## src/dummy_unused_guard.sv

```systemverilog
// holds no logic of the block
// assumes nothing; both ends and the pair buffer live in their own files

```

## src/rxs_pkg.sv

```systemverilog
// shared constants and types for the receiver clock and reset structure
// assumes both ends and the pair buffer use the same link word layout
package rxs_pkg;

  // link word: kind field above a payload field
  localparam int PAY_W = 24;
  localparam int KIND_W = 2;
  localparam int LINK_W = KIND_W + PAY_W;

  typedef enum logic [1:0] {
    RXS_KIND_VIDEO = 2'h0,
    RXS_KIND_AUDIO = 2'h1,
    RXS_KIND_AUX = 2'h2,
    RXS_KIND_IDLE = 2'h3
  } rxs_kind_e;

  typedef enum logic [1:0] {
    RXS_BPC_8 = 2'h0,
    RXS_BPC_10 = 2'h1,
    RXS_BPC_12 = 2'h2,
    RXS_BPC_16 = 2'h3
  } rxs_bpc_e;

  // data-rate ticks per link tick, and per reference tick above 3.4 Gb/s
  localparam logic [1:0] LINK_DATA_LAST = 2'h3;
  localparam logic [1:0] REF_HIGH_LAST = 2'h3;
  // pixels per native video tick
  localparam logic [2:0] PPC_DUAL = 3'h2;
  localparam logic [2:0] PPC_QUAD = 3'h4;
  // pixel rate accumulator: add step per data tick, wrap at threshold
  localparam logic [3:0] PIX_STEP = 4'h4;
  localparam logic [3:0] PIX_THR_8 = 4'h4;
  localparam logic [3:0] PIX_THR_10 = 4'h5;
  localparam logic [3:0] PIX_THR_12 = 4'h6;
  localparam logic [3:0] PIX_THR_16 = 4'h8;
  // least ratio of audio stream rate to audio sample rate
  localparam int AUD_RATIO_MIN = 128;
  // default settle time before the link is released from reset
  localparam int LOCK_CYCLES = 16;
  // reset value of the video reset output of the receiver
  localparam logic VIDEO_RST_INIT = 1'b1;

  function automatic logic [3:0] rxs_pix_thr(input rxs_bpc_e bpc);
    logic [3:0] thr;
    thr = PIX_THR_8;
    unique case (bpc)
      RXS_BPC_8: thr = PIX_THR_8;
      RXS_BPC_10: thr = PIX_THR_10;
      RXS_BPC_12: thr = PIX_THR_12;
      RXS_BPC_16: thr = PIX_THR_16;
    endcase
    return thr;
  endfunction

endpackage

```

## src/rxs_if.sv

```systemverilog
// link between the phy controller end and the receiver end
// assumes both ends run on the same i_clock; rates are enable pulses
`timescale 1ns/1ps
interface rxs_if;
  logic link_en;
  logic video_en;
  logic link_rst_n;
  logic link_valid;
  logic [rxs_pkg::KIND_W-1:0] link_kind;
  logic [rxs_pkg::PAY_W-1:0] link_data;
  logic link_ready;

  modport dev (
    input link_en,
    input video_en,
    input link_rst_n,
    input link_valid,
    input link_kind,
    input link_data,
    output link_ready
  );

  modport phy (
    output link_en,
    output video_en,
    output link_rst_n,
    output link_valid,
    output link_kind,
    output link_data,
    input link_ready
  );
endinterface

```

## src/rxs_receiver.sv

```systemverilog
// receiver end: unpacks link words into video, audio and aux outputs
// assumes one i_clock; each domain is a rate given by an enable pulse
//
// Overview of operation
// - five rates, each interface in its own domain
// - audio stream rate at least 128 sample rate
// - no audio clock regeneration; system supplies it
// - reference is data rate low, data/4 high
// - data clock is reference, or four times above
// - link rate is a quarter of data rate
// - pixel rate is data over depth factor
// - native video rate is pixel over pixels_per_clock
// - link words unpack into video, audio, aux
// - stream mode bridges video onto stream rate
// - native mode sends video on native rate
// - phy end makes link and native rates
// - stream, audio, register rates run free
// - three active-low resets, each in its domain
// - device held in reset until rates settle
// - native mode drives a video reset output
// - register reset clears the whole receiver but sets video_rst
`timescale 1ns/1ps
module rxs_receiver #(
  parameter int AUD_CHANNELS = 8
) (
  input wire logic i_clock,
  input wire logic i_arst_n,
  input wire logic i_vid_arst_n,
  input wire logic i_aud_arst_n,
  input wire logic i_native,
  input wire logic i_vid_en,
  input wire logic i_aud_en,
  rxs_if.dev link,
  output logic [rxs_pkg::PAY_W-1:0] o_vid_tdata,
  output logic o_vid_tvalid,
  input wire logic i_vid_tready,
  output logic [rxs_pkg::PAY_W-1:0] o_nat_data,
  output logic o_nat_valid,
  output logic o_video_rst,
  output logic [rxs_pkg::PAY_W-1:0] o_aud_tdata,
  output logic [$clog2(AUD_CHANNELS)-1:0] o_aud_tid,
  output logic o_aud_tvalid,
  input wire logic i_aud_tready,
  output logic [rxs_pkg::PAY_W-1:0] o_aux_data,
  output logic o_aux_valid
);
  localparam int TID_W = $clog2(AUD_CHANNELS);
  localparam logic [TID_W-1:0] TID_LAST = TID_W'(AUD_CHANNELS - 1);

  typedef struct packed {
    logic vid_s1;
    logic vid_s2;
    logic aud_s1;
    logic aud_s2;
    logic [rxs_pkg::PAY_W-1:0] vid_tdata;
    logic vid_tvalid;
    logic [rxs_pkg::PAY_W-1:0] nat_hold;
    logic nat_pend;
    logic [rxs_pkg::PAY_W-1:0] nat_data;
    logic nat_valid;
    logic video_rst;
    logic [rxs_pkg::PAY_W-1:0] aud_tdata;
    logic [TID_W-1:0] aud_tid;
    logic [TID_W-1:0] aud_next;
    logic aud_tvalid;
    logic [rxs_pkg::PAY_W-1:0] aux_data;
    logic aux_valid;
  } rxs_rx_s;

  rxs_rx_s q;
  rxs_rx_s n;

  logic link_up;
  logic vid_clr;
  logic aud_clr;
  logic take;
  logic is_vid;
  logic is_aud;
  logic is_aux;
  logic vbuf_in_valid;
  logic vbuf_in_ready;
  logic vbuf_out_valid;
  logic vbuf_pop;
  logic [rxs_pkg::PAY_W-1:0] vbuf_out_data;
  logic abuf_in_valid;
  logic abuf_in_ready;
  logic abuf_out_valid;
  logic abuf_pop;
  logic [rxs_pkg::PAY_W-1:0] abuf_out_data;

  // link domain runs only while the phy end has released it
  assign link_up = link.link_rst_n;
  assign vid_clr = !q.vid_s2;
  assign aud_clr = !q.aud_s2;
  assign take = link.link_en && link.link_valid && link_up;
  assign is_vid = (link.link_kind == rxs_pkg::RXS_KIND_VIDEO);
  assign is_aud = (link.link_kind == rxs_pkg::RXS_KIND_AUDIO);
  assign is_aux = (link.link_kind == rxs_pkg::RXS_KIND_AUX);

  // unpack link words by kind
  assign vbuf_in_valid = take && is_vid && !i_native;
  assign abuf_in_valid = take && is_aud;

  // back-pressure to the phy end follows the target path
  always_comb begin
    link.link_ready = link_up;
    if (is_vid && !i_native) begin
      link.link_ready = link_up && vbuf_in_ready;
    end else if (is_aud) begin
      link.link_ready = link_up && abuf_in_ready;
    end
  end

  // stream stage loads from the buffer on stream video ticks
  assign vbuf_pop = i_vid_en && !i_native && (!q.vid_tvalid || i_vid_tready);
  assign abuf_pop = i_aud_en && (!q.aud_tvalid || i_aud_tready);

  // video crosses from link rate to stream rate through a buffer
  rxs_pair_buf #(
    .W(rxs_pkg::PAY_W)
  ) u_vbuf (
    .i_clock(i_clock),
    .i_arst_n(i_arst_n),
    .i_clr(vid_clr),
    .i_in_valid(vbuf_in_valid),
    .o_in_ready(vbuf_in_ready),
    .i_in_data(link.link_data),
    .o_out_valid(vbuf_out_valid),
    .i_out_ready(vbuf_pop),
    .o_out_data(vbuf_out_data)
  );

  // audio crosses from link rate to audio stream rate
  rxs_pair_buf #(
    .W(rxs_pkg::PAY_W)
  ) u_abuf (
    .i_clock(i_clock),
    .i_arst_n(i_arst_n),
    .i_clr(aud_clr),
    .i_in_valid(abuf_in_valid),
    .o_in_ready(abuf_in_ready),
    .i_in_data(link.link_data),
    .o_out_valid(abuf_out_valid),
    .i_out_ready(abuf_pop),
    .o_out_data(abuf_out_data)
  );

  always_comb begin
    n = q;
    // domain resets pass two flops before use
    n.vid_s1 = i_vid_arst_n;
    n.vid_s2 = q.vid_s1;
    n.aud_s1 = i_aud_arst_n;
    n.aud_s2 = q.aud_s1;

    // video reset for native downstream follows the link reset
    n.video_rst = !link_up;

    // stream video output
    if (i_vid_en && q.vid_tvalid && i_vid_tready) begin
      n.vid_tvalid = 1'b0;
    end
    if (vbuf_pop && vbuf_out_valid) begin
      n.vid_tvalid = 1'b1;
      n.vid_tdata = vbuf_out_data;
    end
    if (vid_clr) begin
      n.vid_tvalid = 1'b0;
      n.vid_tdata = '0;
    end

    // native video straight from the link, no bridge
    n.nat_valid = 1'b0;
    if (link.video_en && q.nat_pend) begin
      n.nat_valid = 1'b1;
      n.nat_data = q.nat_hold;
      n.nat_pend = 1'b0;
    end
    // a new word wins over the clear of the pending flag
    if (take && is_vid && i_native) begin
      n.nat_hold = link.link_data;
      n.nat_pend = 1'b1;
    end
    if (!link_up) begin
      n.nat_pend = 1'b0;
      n.nat_valid = 1'b0;
    end

    // audio stream with channel number in sequence
    if (i_aud_en && q.aud_tvalid && i_aud_tready) begin
      n.aud_tvalid = 1'b0;
    end
    if (abuf_pop && abuf_out_valid) begin
      n.aud_tvalid = 1'b1;
      n.aud_tdata = abuf_out_data;
      n.aud_tid = q.aud_next;
      n.aud_next = (q.aud_next == TID_LAST) ? '0 : q.aud_next + TID_W'(1);
    end
    if (aud_clr) begin
      n.aud_tvalid = 1'b0;
      n.aud_tdata = '0;
      n.aud_tid = '0;
      n.aud_next = '0;
    end

    // aux words pulse out in the link domain
    n.aux_valid = take && is_aux;
    if (take && is_aux) begin
      n.aux_data = link.link_data;
    end
  end

  // register reset clears everything, link path included, except video_rst, which loads VIDEO_RST_INIT
  always_ff @(posedge i_clock or negedge i_arst_n) begin
    if (!i_arst_n) begin
      q <= '0;
      q.video_rst <= rxs_pkg::VIDEO_RST_INIT;
    end else begin
      q <= n;
    end
  end

  assign o_vid_tdata = q.vid_tdata;
  assign o_vid_tvalid = q.vid_tvalid;
  assign o_nat_data = q.nat_data;
  assign o_nat_valid = q.nat_valid;
  assign o_video_rst = q.video_rst;
  assign o_aud_tdata = q.aud_tdata;
  assign o_aud_tid = q.aud_tid;
  assign o_aud_tvalid = q.aud_tvalid;
  assign o_aux_data = q.aux_data;
  assign o_aux_valid = q.aux_valid;
endmodule

```

## src/rxs_pair_buf.sv

```systemverilog
// two-entry buffer with valid and ready on both sides
// assumes i_clr is a synchronous clear from the owning domain
`timescale 1ns/1ps
module rxs_pair_buf #(
  parameter int W = 24
) (
  input wire logic i_clock,
  input wire logic i_arst_n,
  input wire logic i_clr,
  input wire logic i_in_valid,
  output logic o_in_ready,
  input wire logic [W-1:0] i_in_data,
  output logic o_out_valid,
  input wire logic i_out_ready,
  output logic [W-1:0] o_out_data
);
  typedef struct packed {
    logic [W-1:0] d0;
    logic [W-1:0] d1;
    logic [1:0] cnt;
  } rxs_buf_s;

  rxs_buf_s q;
  rxs_buf_s n;
  logic push;
  logic pop;

  assign o_in_ready = (q.cnt != 2'h2);
  assign o_out_valid = (q.cnt != 2'h0);
  assign o_out_data = q.d0;
  assign push = i_in_valid && o_in_ready;
  assign pop = o_out_valid && i_out_ready;

  always_comb begin
    n = q;
    if (pop) begin
      n.d0 = q.d1;
    end
    if (push) begin
      if ((q.cnt == 2'h0) || (pop && (q.cnt == 2'h1))) begin
        n.d0 = i_in_data;
      end else begin
        n.d1 = i_in_data;
      end
    end
    n.cnt = q.cnt + {1'b0, push} - {1'b0, pop};
    if (i_clr) begin
      n = '0;
    end
  end

  always_ff @(posedge i_clock or negedge i_arst_n) begin
    if (!i_arst_n) begin
      q <= '0;
    end else begin
      q <= n;
    end
  end
endmodule

```

## src/flat_wrapper.sv

```systemverilog
// flat-port wrapper written by rule: the top's interface ports become plain ports
module rxs_receiver_flat 
#(
  parameter int AUD_CHANNELS = 8
)
  (i_clock, i_arst_n, i_vid_arst_n, i_aud_arst_n, i_native, i_vid_en, i_aud_en, o_vid_tdata, o_vid_tvalid, i_vid_tready, o_nat_data, o_nat_valid, o_video_rst, o_aud_tdata, o_aud_tid, o_aud_tvalid, i_aud_tready, o_aux_data, o_aux_valid, link_link_en, link_video_en, link_link_rst_n, link_link_valid, link_link_kind, link_link_data, link_link_ready);
  rxs_if link_i ();
  input wire logic i_clock;
  input wire logic i_arst_n;
  input wire logic i_vid_arst_n;
  input wire logic i_aud_arst_n;
  input wire logic i_native;
  input wire logic i_vid_en;
  input wire logic i_aud_en;
  output logic [rxs_pkg::PAY_W-1:0] o_vid_tdata;
  output logic o_vid_tvalid;
  input wire logic i_vid_tready;
  output logic [rxs_pkg::PAY_W-1:0] o_nat_data;
  output logic o_nat_valid;
  output logic o_video_rst;
  output logic [rxs_pkg::PAY_W-1:0] o_aud_tdata;
  output logic [$clog2(AUD_CHANNELS)-1:0] o_aud_tid;
  output logic o_aud_tvalid;
  input wire logic i_aud_tready;
  output logic [rxs_pkg::PAY_W-1:0] o_aux_data;
  output logic o_aux_valid;
  input wire logic [$bits(link_i.link_en)-1:0] link_link_en;
  input wire logic [$bits(link_i.video_en)-1:0] link_video_en;
  input wire logic [$bits(link_i.link_rst_n)-1:0] link_link_rst_n;
  input wire logic [$bits(link_i.link_valid)-1:0] link_link_valid;
  input wire logic [$bits(link_i.link_kind)-1:0] link_link_kind;
  input wire logic [$bits(link_i.link_data)-1:0] link_link_data;
  output wire logic [$bits(link_i.link_ready)-1:0] link_link_ready;
  assign link_i.link_en = link_link_en;
  assign link_i.video_en = link_video_en;
  assign link_i.link_rst_n = link_link_rst_n;
  assign link_i.link_valid = link_link_valid;
  assign link_i.link_kind = link_link_kind;
  assign link_i.link_data = link_link_data;
  assign link_link_ready = link_i.link_ready;
  rxs_receiver #(.AUD_CHANNELS(AUD_CHANNELS)) u_core (.i_clock(i_clock), .i_arst_n(i_arst_n), .i_vid_arst_n(i_vid_arst_n), .i_aud_arst_n(i_aud_arst_n), .i_native(i_native), .i_vid_en(i_vid_en), .i_aud_en(i_aud_en), .link(link_i), .o_vid_tdata(o_vid_tdata), .o_vid_tvalid(o_vid_tvalid), .i_vid_tready(i_vid_tready), .o_nat_data(o_nat_data), .o_nat_valid(o_nat_valid), .o_video_rst(o_video_rst), .o_aud_tdata(o_aud_tdata), .o_aud_tid(o_aud_tid), .o_aud_tvalid(o_aud_tvalid), .i_aud_tready(i_aud_tready), .o_aux_data(o_aux_data), .o_aux_valid(o_aux_valid));
endmodule
```

## config.mk

```make
export PLATFORM = sky130hd
export DESIGN_NAME = rxs_receiver_flat
export DESIGN_NICKNAME = d
export VERILOG_FILES = /design/src/dummy_unused_guard.sv /design/src/rxs_pkg.sv /design/src/rxs_if.sv /design/src/rxs_receiver.sv /design/src/rxs_pair_buf.sv /design/src/flat_wrapper.sv
export SDC_FILE = /design/constraint.sdc
export NUM_CORES = 1
export LEC_CHECK = 0
export ABC_AREA = 1
export BUFFER_PORTS_ARGS = -buffer_cell sky130_fd_sc_hd__buf_2
export CORE_ASPECT_RATIO = 0.7
export CORE_MARGIN = 4
export CORE_UTILIZATION = 55
export CTS_BUF_LIST = sky130_fd_sc_hd__clkbuf_16
export DETAILED_ROUTE_END_ITERATION = 10
export PLACE_DENSITY = 0.77
export RECOVER_POWER = 100
export SYNTH_ARGS = -nofsm -noshare
export SYNTH_HDL_FRONTEND = slang
export SYNTH_SLANG_ARGS = --single-unit
```

## constraint.sdc

```tcl
create_clock -name i_clock -period 2.1 [get_ports i_clock]
set_clock_uncertainty 0.05 [all_clocks]
set_input_delay 0.42 -clock i_clock [delete_from_list [all_inputs] [get_ports i_clock]]
set_output_delay 0.42 -clock i_clock [all_outputs]
set_load 0.01 [all_outputs]
```

==> flow_summary_export.csv, run 1 <==
group,metric,value,unit
outcome,run_status,"completed",
power,comb_power_share,16.5,%
grt,number_of_antenna_violations_at_the_first_check_in_global_routing,0,
synthesis,synth_area_per_cell,8.527,sq um
finish,net_count_reported_at_finish,1346,
synthesis,postSynthCellCount,1275,
worst_setup_path,path_max_fanout,3,
synthesis,synth-seq-area-share,54.33,%
route,via_per_inst,5.310,
sta,finalSetupViolations,0,
floorplan,chipHeight,125.6,microns
power,p_seq_share,49.0,%
floorplan,std_cell_rows,42,
power,power_leakage,5.935,nW
route,post_drt_wl_per_cell,16.88,microns
floorplan,floorplan.initialDensity,56.68,%
synthesis,syn_nets,1320,
cts,cts-htree-levels,1,
finish,top_regs,"u_core.q: 30 flops, u_core.u_abuf.q: 26 flops, u_core.u_vbuf.q: 26 flops",
route,wirelength,26650,microns
cts,clock_tree.root_cell,"sky130_fd_sc_hd__clkbuf_16",
place,dpl-instance-area,0.01115,sq mm
cts,post-cts-setup-buffer-count,0,
worst_setup_path,cp-start-kind,"register",
worst_setup_path,endpoint_arrival_time_on_the_critical_path,1.53,ns
place,place.gp.congestion,0.8595,
route,num_vias,8384,
finish,antenna_cells,0,
worst_setup_path,path_cells,"inv_1, a31o_2, a21oi_2, clkbuf_2",
sta,slew_headroom,34.96,%
finish,multiInputGateArea,0.003440,sq mm
hold_path,hold_class,"in2reg",
route,detail-route-antenna-nets,0,
power,internal-power,7.431,mW
place,dp_hpwl,17350,microns
worst_setup_path,cp_data_required_time,1.63,ns
cts,clock_sinks,236,
route,route.detailed.drc,0,
sta,grt_setup_unrepaired,"no",
sta,final_hold_viol_count,0,
floorplan,pin_count,144,
finish,num-fill-cells,1791,
finish,drive_gt1_share,8.289,%
grt,overflow,0,
floorplan,core_area,0.01918,sq mm
power,share_clk_of_total_power,34.5,%
cts,clock_tree_from_tritoncts,"yes",
power,p_sw,3.163,mW
sta,tightestPinTransition,0.9756,ns
sta,post-route-period-util,95.46,%
place,dp_slack,0.1987,ns
cts,clk_latency,0.50,ns
synthesis,synth.cell_area,0.01087,sq mm
floorplan,design.die.area,0.02212,sq mm
grt,grt_pass1_wl,43300,microns
power,vdd_ir_drop_max,0.6556,mV
finish,register_area,0.005909,sq mm
sta,timing_max_transition_violations_final,0,
route,detail_route.iter0.violations,978,
route,drt-pass1-iter-count,5,
floorplan,die-width,176.0,microns
power,power_density,915.2,mW/mm^2
hold_path,holdCritStartpoint,"link_video_en",
cts,cts-root-to-sink-buffers,3,
worst_setup_path,critPathKind,"reg2out",
synthesis,synthArstFlopShare,100.0,%
worst_setup_path,crit-reg2reg-launch,"u_core.u_abuf.q[1]",
sta,worst_slack,0.09534,ns
grt,maximum_number_of_pins_on_one_net_before_global_route_repair,73,
grt,grt_pass1_vias,7911,
finish,area.growth.synth_to_final,6.479,%
synthesis,synthFlopType,"sky130_fd_sc_hd__dfrtp_1",
finish,final_area,0.01158,sq mm
sta,setup_total_negative_slack,0,ns
sta,fin_crit,2.005,ns
worst_setup_path,critical-path-slowest-cell,"sky130_fd_sc_hd__dfrtp_1",
worst_setup_path,critPathCaptureType,"output port",
synthesis,yosysWarnings,0,
finish,largest_register_ff_count,30,
worst_setup_path,cp-startpoint,"u_core.u_abuf.q[0]",
cts,clkTransAtPathRegs,0.07,ns
worst_setup_path,critical-path-max-stage-delay,0.35,ns
run,max_cap_viol_count,0,
synthesis,postSynthRegisterBits,236,
grt,gr-usage-all-layers,24.18,%
finish,largest_register,"u_core.q",
synthesis,post_synth_edffs,0,
synthesis,count_of_distinct_cell_types_in_the_synthesized_netlist,30,
place,io_buffer_count,143,
sta,max_freq,0.4988,GHz
power,p_sw_share,29.86,%
cts,numCtsBuffers,23,
[layout make-up]
type	instances	area share, %
Sequential cell	236	51.05
Tap cell	264	2.853
Timing Repair Buffer	175	7.577
Clock buffer	23	4.972
Inverter	99	3.210
Multi-Input combinational cell	766	29.71
Clock inverter	16	0.6269
[power groups by stage]
| stage | sequential, mW | combinational, mW | clock (mW) |
|---|---|---|---|
| final | 5.19 | 1.75 | 3.65 |
| after global routing | 5.24 | 1.97 | 3.91 |
| after CTS | 5.18 | 1.86 | 3.72 |
| after detailed placement | 5.25 | 1.85 | 0 |
| after global placement | 5.25 | 1.82 | 0 |
| after floorplan | 5.20 | 1.40 | 0 |
[synth_stat cells, types with 2 or more instances]
library cell | number | area (sq um)
sky130_fd_sc_hd__inv_2 | 8 | 30.03
sky130_fd_sc_hd__nand2_1 | 292 | 1096
sky130_fd_sc_hd__dfrtp_1 | 235 | 5881
sky130_fd_sc_hd__inv_1 | 91 | 341.6
sky130_fd_sc_hd__buf_6 | 3 | 33.78
sky130_fd_sc_hd__buf_2 | 25 | 125.1
sky130_fd_sc_hd__o21ai_1 | 30 | 150.1
sky130_fd_sc_hd__clkbuf_1 | 28 | 105.1
sky130_fd_sc_hd__nor3_1 | 4 | 20.02
sky130_fd_sc_hd__ha_1 | 6 | 75.07
sky130_fd_sc_hd__o21ai_0 | 87 | 435.4
sky130_fd_sc_hd__nand2_2 | 4 | 25.02
sky130_fd_sc_hd__o22ai_1 | 2 | 12.51
sky130_fd_sc_hd__xnor2_1 | 2 | 17.52
sky130_fd_sc_hd__nor2_2 | 2 | 12.51
sky130_fd_sc_hd__nand3_4 | 2 | 35.03
sky130_fd_sc_hd__nor2_1 | 107 | 401.6
sky130_fd_sc_hd__a21oi_1 | 3 | 15.01
sky130_fd_sc_hd__buf_4 | 109 | 818.3
sky130_fd_sc_hd__buf_1 | 9 | 33.78
sky130_fd_sc_hd__nor2_4 | 3 | 33.78
sky130_fd_sc_hd__nand3_1 | 214 | 1071
sky130_fd_sc_hd__nand3_2 | 2 | 20.02
[through the flow]
stage | hold WS, ns | util, % | cells | power (mW)
floorplan | 0.07441 | - | 1275 | 6.593
global placement | 0.2358 | 58.13 | 1537 | 7.065
detailed placement | 0.2353 | 58.13 | 1537 | 7.099
CTS | 0.05951 | 61.67 | 1579 | 10.76
global route | 0.09128 | 60.35 | 1579 | 11.12
finish | 0.07470 | 60.35 | 1579 | 10.59
[routing by layer]
layer	track usage [%]	up-vias	wire length, microns
met5	0	-	0
met4	4.079	0	480
met3	6.111	38	2289
met2	34.75	311	11430
met1	37.91	4020	12450
li1	-	4015	-
[path summary, 6_finish.rpt]
path	endpoint	slack, ns	cells after the start
min in group asynchronous	u_core.o_vid_tdata[9]	0.31	2
max reg2reg	u_core.u_abuf.q[16]	0.18	6
max	link_link_ready	0.1	4
min	u_core.q[82]	0.07	2
max in group asynchronous	u_core.q[101]	0.43	3
min reg2reg	u_core.q[134]	0.29	0
[logic make-up after synthesis]
logic type | count (synthesis) | synth area share, %
XOR/XNOR | 3 | 0.2417
buffers and inverters | 273 | 13.68
adder cells (fa/ha/maj) | 6 | 0.6905
AO/OA/AOI/OAI | 124 | 5.823
AND/OR/NAND/NOR | 633 | 25.23
flip-flops | 236 | 54.33
[worst max-delay path: cells and delay by family, from the launching register on]
| kind | cells | cell delay [ns] |
|---|---|---|
| AO/OA/AOI/OAI | 2 | 0.44 |
| buffers and inverters | 2 | 0.26 |
| flip-flops | 1 | 0.35 |
[timing repair]
action / in CTS / in global routing
endpoints found under the hold margin: 25 / 0
setup endpoints to repair: 0 / 1
resized for setup: 0 / 1
hold buffers: 3 / 0
[placed cells by master (no fill, tap or decap), drive strengths merged, types with 5 or more instances in the layout]
cell,synthesis,routed
inv,99,106
nand2,297,297
nand3,218,218
nor2,112,112
ha,6,6
clkbuf,28,142
dfrtp,235,235
buf,146,53
nor3,5,5
clkinv,0,7
o21ai,117,117
Power figures use the tool's default switching activity.
==> run 2: changes to the inputs <==
Settings changed: CORE_UTILIZATION 55 to 51, PLACE_DENSITY 0.77 to 0.71, SYNTH_HIERARCHICAL from default to 1.
==> run 2 against run 1 <==
- worst hold slack worse by 0.016 ns
- total power grew 4.1%
- utilization shrank 6.6 points
- via count increased by 8.6%
- setup slack got worse by 0.0066 ns
- cell count up 11%
- flip-flop and latch count stayed put
==> flow_summary_export.csv, run 2 <==
group,metric,value,unit
synthesis,synth-seq-area-share,49.22,%
grt,grt_pass1_wl,48520,microns
finish,share_of_the_core_filled_with_cells,53.80,%
run,max_cap_viol_count,0,
synthesis,synth.cell_area,0.01200,sq mm
grt,overflow,0,
finish,largest_register,"u_core/q",
synthesis,syn_nets,1490,
synthesis,count_of_distinct_cell_types_in_the_synthesized_netlist,32,
finish,num-fill-cells,2283,
synthesis,synthXorXnorAreaFrac,0.1460,%
route,route.detailed.drc,0,
worst_setup_path,critPathCaptureType,"output port",
sta,post-route-period-util,95.77,%
power,internal-power,7.619,mW
synthesis,yosysTopAreaCell,"sky130_fd_sc_hd__dfrtp_1",
floorplan,pin_count,144,
hold_path,hold_class,"in2reg",
cts,numCtsBuffers,25,
cts,clock_tree.root_cell,"sky130_fd_sc_hd__clkbuf_16",
synthesis,synth-adder-area-share,0.6256,%
floorplan,design.die.area,0.02609,sq mm
finish,net_count_reported_at_finish,1469,
synthesis,synth_area_per_cell,8.305,sq um
finish,most_frequent_standard_cell_in_the_layout_excluding_fill_and_tap_cells,"sky130_fd_sc_hd__nand2_1",
synthesis,yosysWarnings,6,
synthesis,postSynthCellCount,1445,
finish,area.growth.synth_to_final,2.690,%
cts,clkTransAtPathRegs,0.06,ns
grt,number_of_antenna_violations_at_the_first_check_in_global_routing,0,
sta,max_freq,0.4972,GHz
finish,layout.cells.most_common_list,"sky130_fd_sc_hd__nand2_1, sky130_fd_sc_hd__dfrtp_1, sky130_fd_sc_hd__nor2_1, sky130_fd_sc_hd__nand3_1, sky130_fd_sc_hd__clkbuf_1",
power,p_seq_share,46.8,%
synthesis,synthArstFlopShare,100.0,%
floorplan,core_area,0.02291,sq mm
sta,finalSetupViolations,0,
cts,cts-htree-levels,1,
outcome,run_status,"completed",
finish,antenna_cells,0,
route,wirelength,30650,microns
synthesis,synthFlopType,"sky130_fd_sc_hd__dfrtp_1",
sta,tightestPinTransition,1.207,ns
cts,post-cts-setup-buffer-count,0,
finish,drive_gt1_share,9.154,%
sta,fin_crit,2.011,ns
synthesis,synth_compound_gate_area_share,3.785,%
power,p_sw_share,30.92,%
synthesis,yosys_top_cell_area_share,49.00,%
route,via_per_inst,5.192,
power,vdd_ir_drop_max,0.7031,mV
synthesis,yosys.area_share.simple,29.80,%
sta,slew_headroom,19.55,%
worst_setup_path,critPathKind,"reg2out",
cts,clock_sinks,236,
cts,clock_tree_from_tritoncts,"yes",
power,power_leakage,6.483,nW
place,place.gp.congestion,0.8866,
worst_setup_path,cp_data_required_time,1.63,ns
finish,largest_register_ff_count,30,
synthesis,post_synth_mux_area_share,0,%
cts,clk_latency,0.52,ns
sta,worst_slack,0.08875,ns
floorplan,chipHeight,136.3,microns
cts,cts-root-to-sink-buffers,3,
grt,gr-usage-all-layers,23.60,%
sta,grt_setup_unrepaired,"no",
place,io_buffer_count,143,
synthesis,most_common_cell_in_the_netlist,"sky130_fd_sc_hd__nand2_1",
power,share_clk_of_total_power,35.6,%
floorplan,die-width,191.3,microns
power,p_sw,3.409,mW
finish,top_regs,"u_core/q: 30 flops, u_core/u_abuf/q: 26 flops, u_core/u_vbuf/q: 26 flops",
worst_setup_path,path_max_fanout,3,
synthesis,post_synth_edffs,0,
grt,maximum_number_of_pins_on_one_net_before_global_route_repair,56,
worst_setup_path,cp-start-kind,"register",
sta,timing_max_transition_violations_final,0,
power,power_density,894.9,mW/mm^2
place,dpl-instance-area,0.01186,sq mm
route,detail-route-antenna-nets,0,
sta,final_hold_viol_count,0,
synthesis,postSynthRegisterBits,236,
floorplan,floorplan.initialDensity,52.39,%
place,dp_hpwl,19930,microns
place,dp_slack,0.04530,ns
route,detail_route.iter0.violations,1073,
power,comb_power_share,17.6,%
synthesis,largest_family_of_logic_cells_by_synthesized_area,"simple AND/OR/NAND/NOR gates",
grt,grt_pass1_vias,8390,
finish,final_area,0.01232,sq mm
worst_setup_path,endpoint_arrival_time_on_the_critical_path,1.54,ns
power,post-layout-total-power,11.03,mW
sta,setup_total_negative_slack,0,ns
synthesis,netlist_top_cells_count,"sky130_fd_sc_hd__nand2_1, sky130_fd_sc_hd__dfrtp_1, sky130_fd_sc_hd__nor2_1",
floorplan,std_cell_rows,46,
route,post_drt_wl_per_cell,17.47,microns
route,drt-pass1-iter-count,5,
synthesis,ys_top_cells_by_area,"sky130_fd_sc_hd__dfrtp_1, sky130_fd_sc_hd__nand2_1, sky130_fd_sc_hd__buf_4, sky130_fd_sc_hd__nand3_1, sky130_fd_sc_hd__nor2_1",
route,num_vias,9107,
-- run 2: cell count changes after synthesis, moves of 5 or more --
cell	previous run	this run
sky130_fd_sc_hd__o21ai_2	0	16
sky130_fd_sc_hd__inv_1	91	86
sky130_fd_sc_hd__o21ai_1	30	0
sky130_fd_sc_hd__nand3b_1	0	48
sky130_fd_sc_hd__buf_4	109	156
sky130_fd_sc_hd__nand2_1	292	390
sky130_fd_sc_hd__nand3_1	214	152
sky130_fd_sc_hd__clkbuf_1	28	20
sky130_fd_sc_hd__o21ai_0	87	58
sky130_fd_sc_hd__buf_6	3	12
sky130_fd_sc_hd__nand2_4	1	6
sky130_fd_sc_hd__nand4_1	1	24
sky130_fd_sc_hd__nor2_1	107	159
-- run 2: path summary, 6_finish.rpt --
kind | end | slack, ns | cells after the start | startpoint
max | link_link_ready | 0.09 | 5 | u_core/u_vbuf/q[0]
min | u_core/q[82] | 0.06 | 2 | link_video_en
max reg2reg | u_core/u_abuf/q[25] | 0.11 | 8 | u_core/u_abuf/q[1]
min reg2reg | u_core/q[134] | 0.32 | 0 | u_core/n[134]
max in group asynchronous | u_core/u_vbuf/q[12] | 0.30 | 3 | i_arst_n
min in group asynchronous | u_core/q[132] | 0.61 | 2 | i_arst_n
-- run 2: cells by family after synthesis --
kind of cell / Yosys count
AOI/OAI and AO/OA: 78
xor gates and xnor gates: 2
adders and majority gates: 6
buffers and inverters: 325
DFF: 236
and+or+nand+nor: 798
-- run 2: what timing repair did --
action | 4_1_cts | 5_1_grt
hold buffers | 3 | 0
setup endpoints to repair | 1 | 1
resized for setup | 1 | 3
endpoints found under the hold margin | 39 | 0
-- run 2: power by group through the flow --
stage	combinational, mW	clock, mW	sequential (mW)
after floorplan	1.57	0	5.17
after global placement	2.04	0	5.22
after detailed placement	2.09	0	5.22
after CTS	2.10	4.01	5.15
after global routing	2.17	4.19	5.21
final	1.94	3.92	5.16
-- run 2: layout make-up --
cell class	instances	area (sq um)	area share, %
repair buffers	183	909.6	7.381
inverters	94	352.8	2.863
well taps	312	390.4	3.168
flip-flops and latches	236	5907	47.93
multi-input cells	884	4054	32.90
clock buffers	25	625.6	5.077
clock inverters	20	83.83	0.6803
-- run 2: per-layer routing --
layer  wire [microns]  global-route usage, %  share of wire [%]  up-vias
li1                 -                      -                  -     4381
met2            12530                  33.02                 41      376
met5                0                      0                  0        -
met3             2994                  5.955                9.8       32
met4              544                  4.386                1.8        0
met1            14570                  37.21                 48     4318
-- run 2: metrics by stage --
step	std cells	hold WS (ns)
4_1_cts	1754	0.03395
5_1_grt	1754	0.05104
2_1_floorplan	1445	0.07441
3_5_place_dp	1706	0.2847
3_3_place_gp	1706	0.2872
6_report	1754	0.05866
-- run 2: worst max-delay path: stages (launching register included) --
cell,delay (ns)
sky130_fd_sc_hd__dfrtp_1,0.40
sky130_fd_sc_hd__inv_2,0.09
sky130_fd_sc_hd__nand2_1,0.14
sky130_fd_sc_hd__nor3_2,0.21
sky130_fd_sc_hd__nor2_1,0.05
sky130_fd_sc_hd__buf_2,0.14
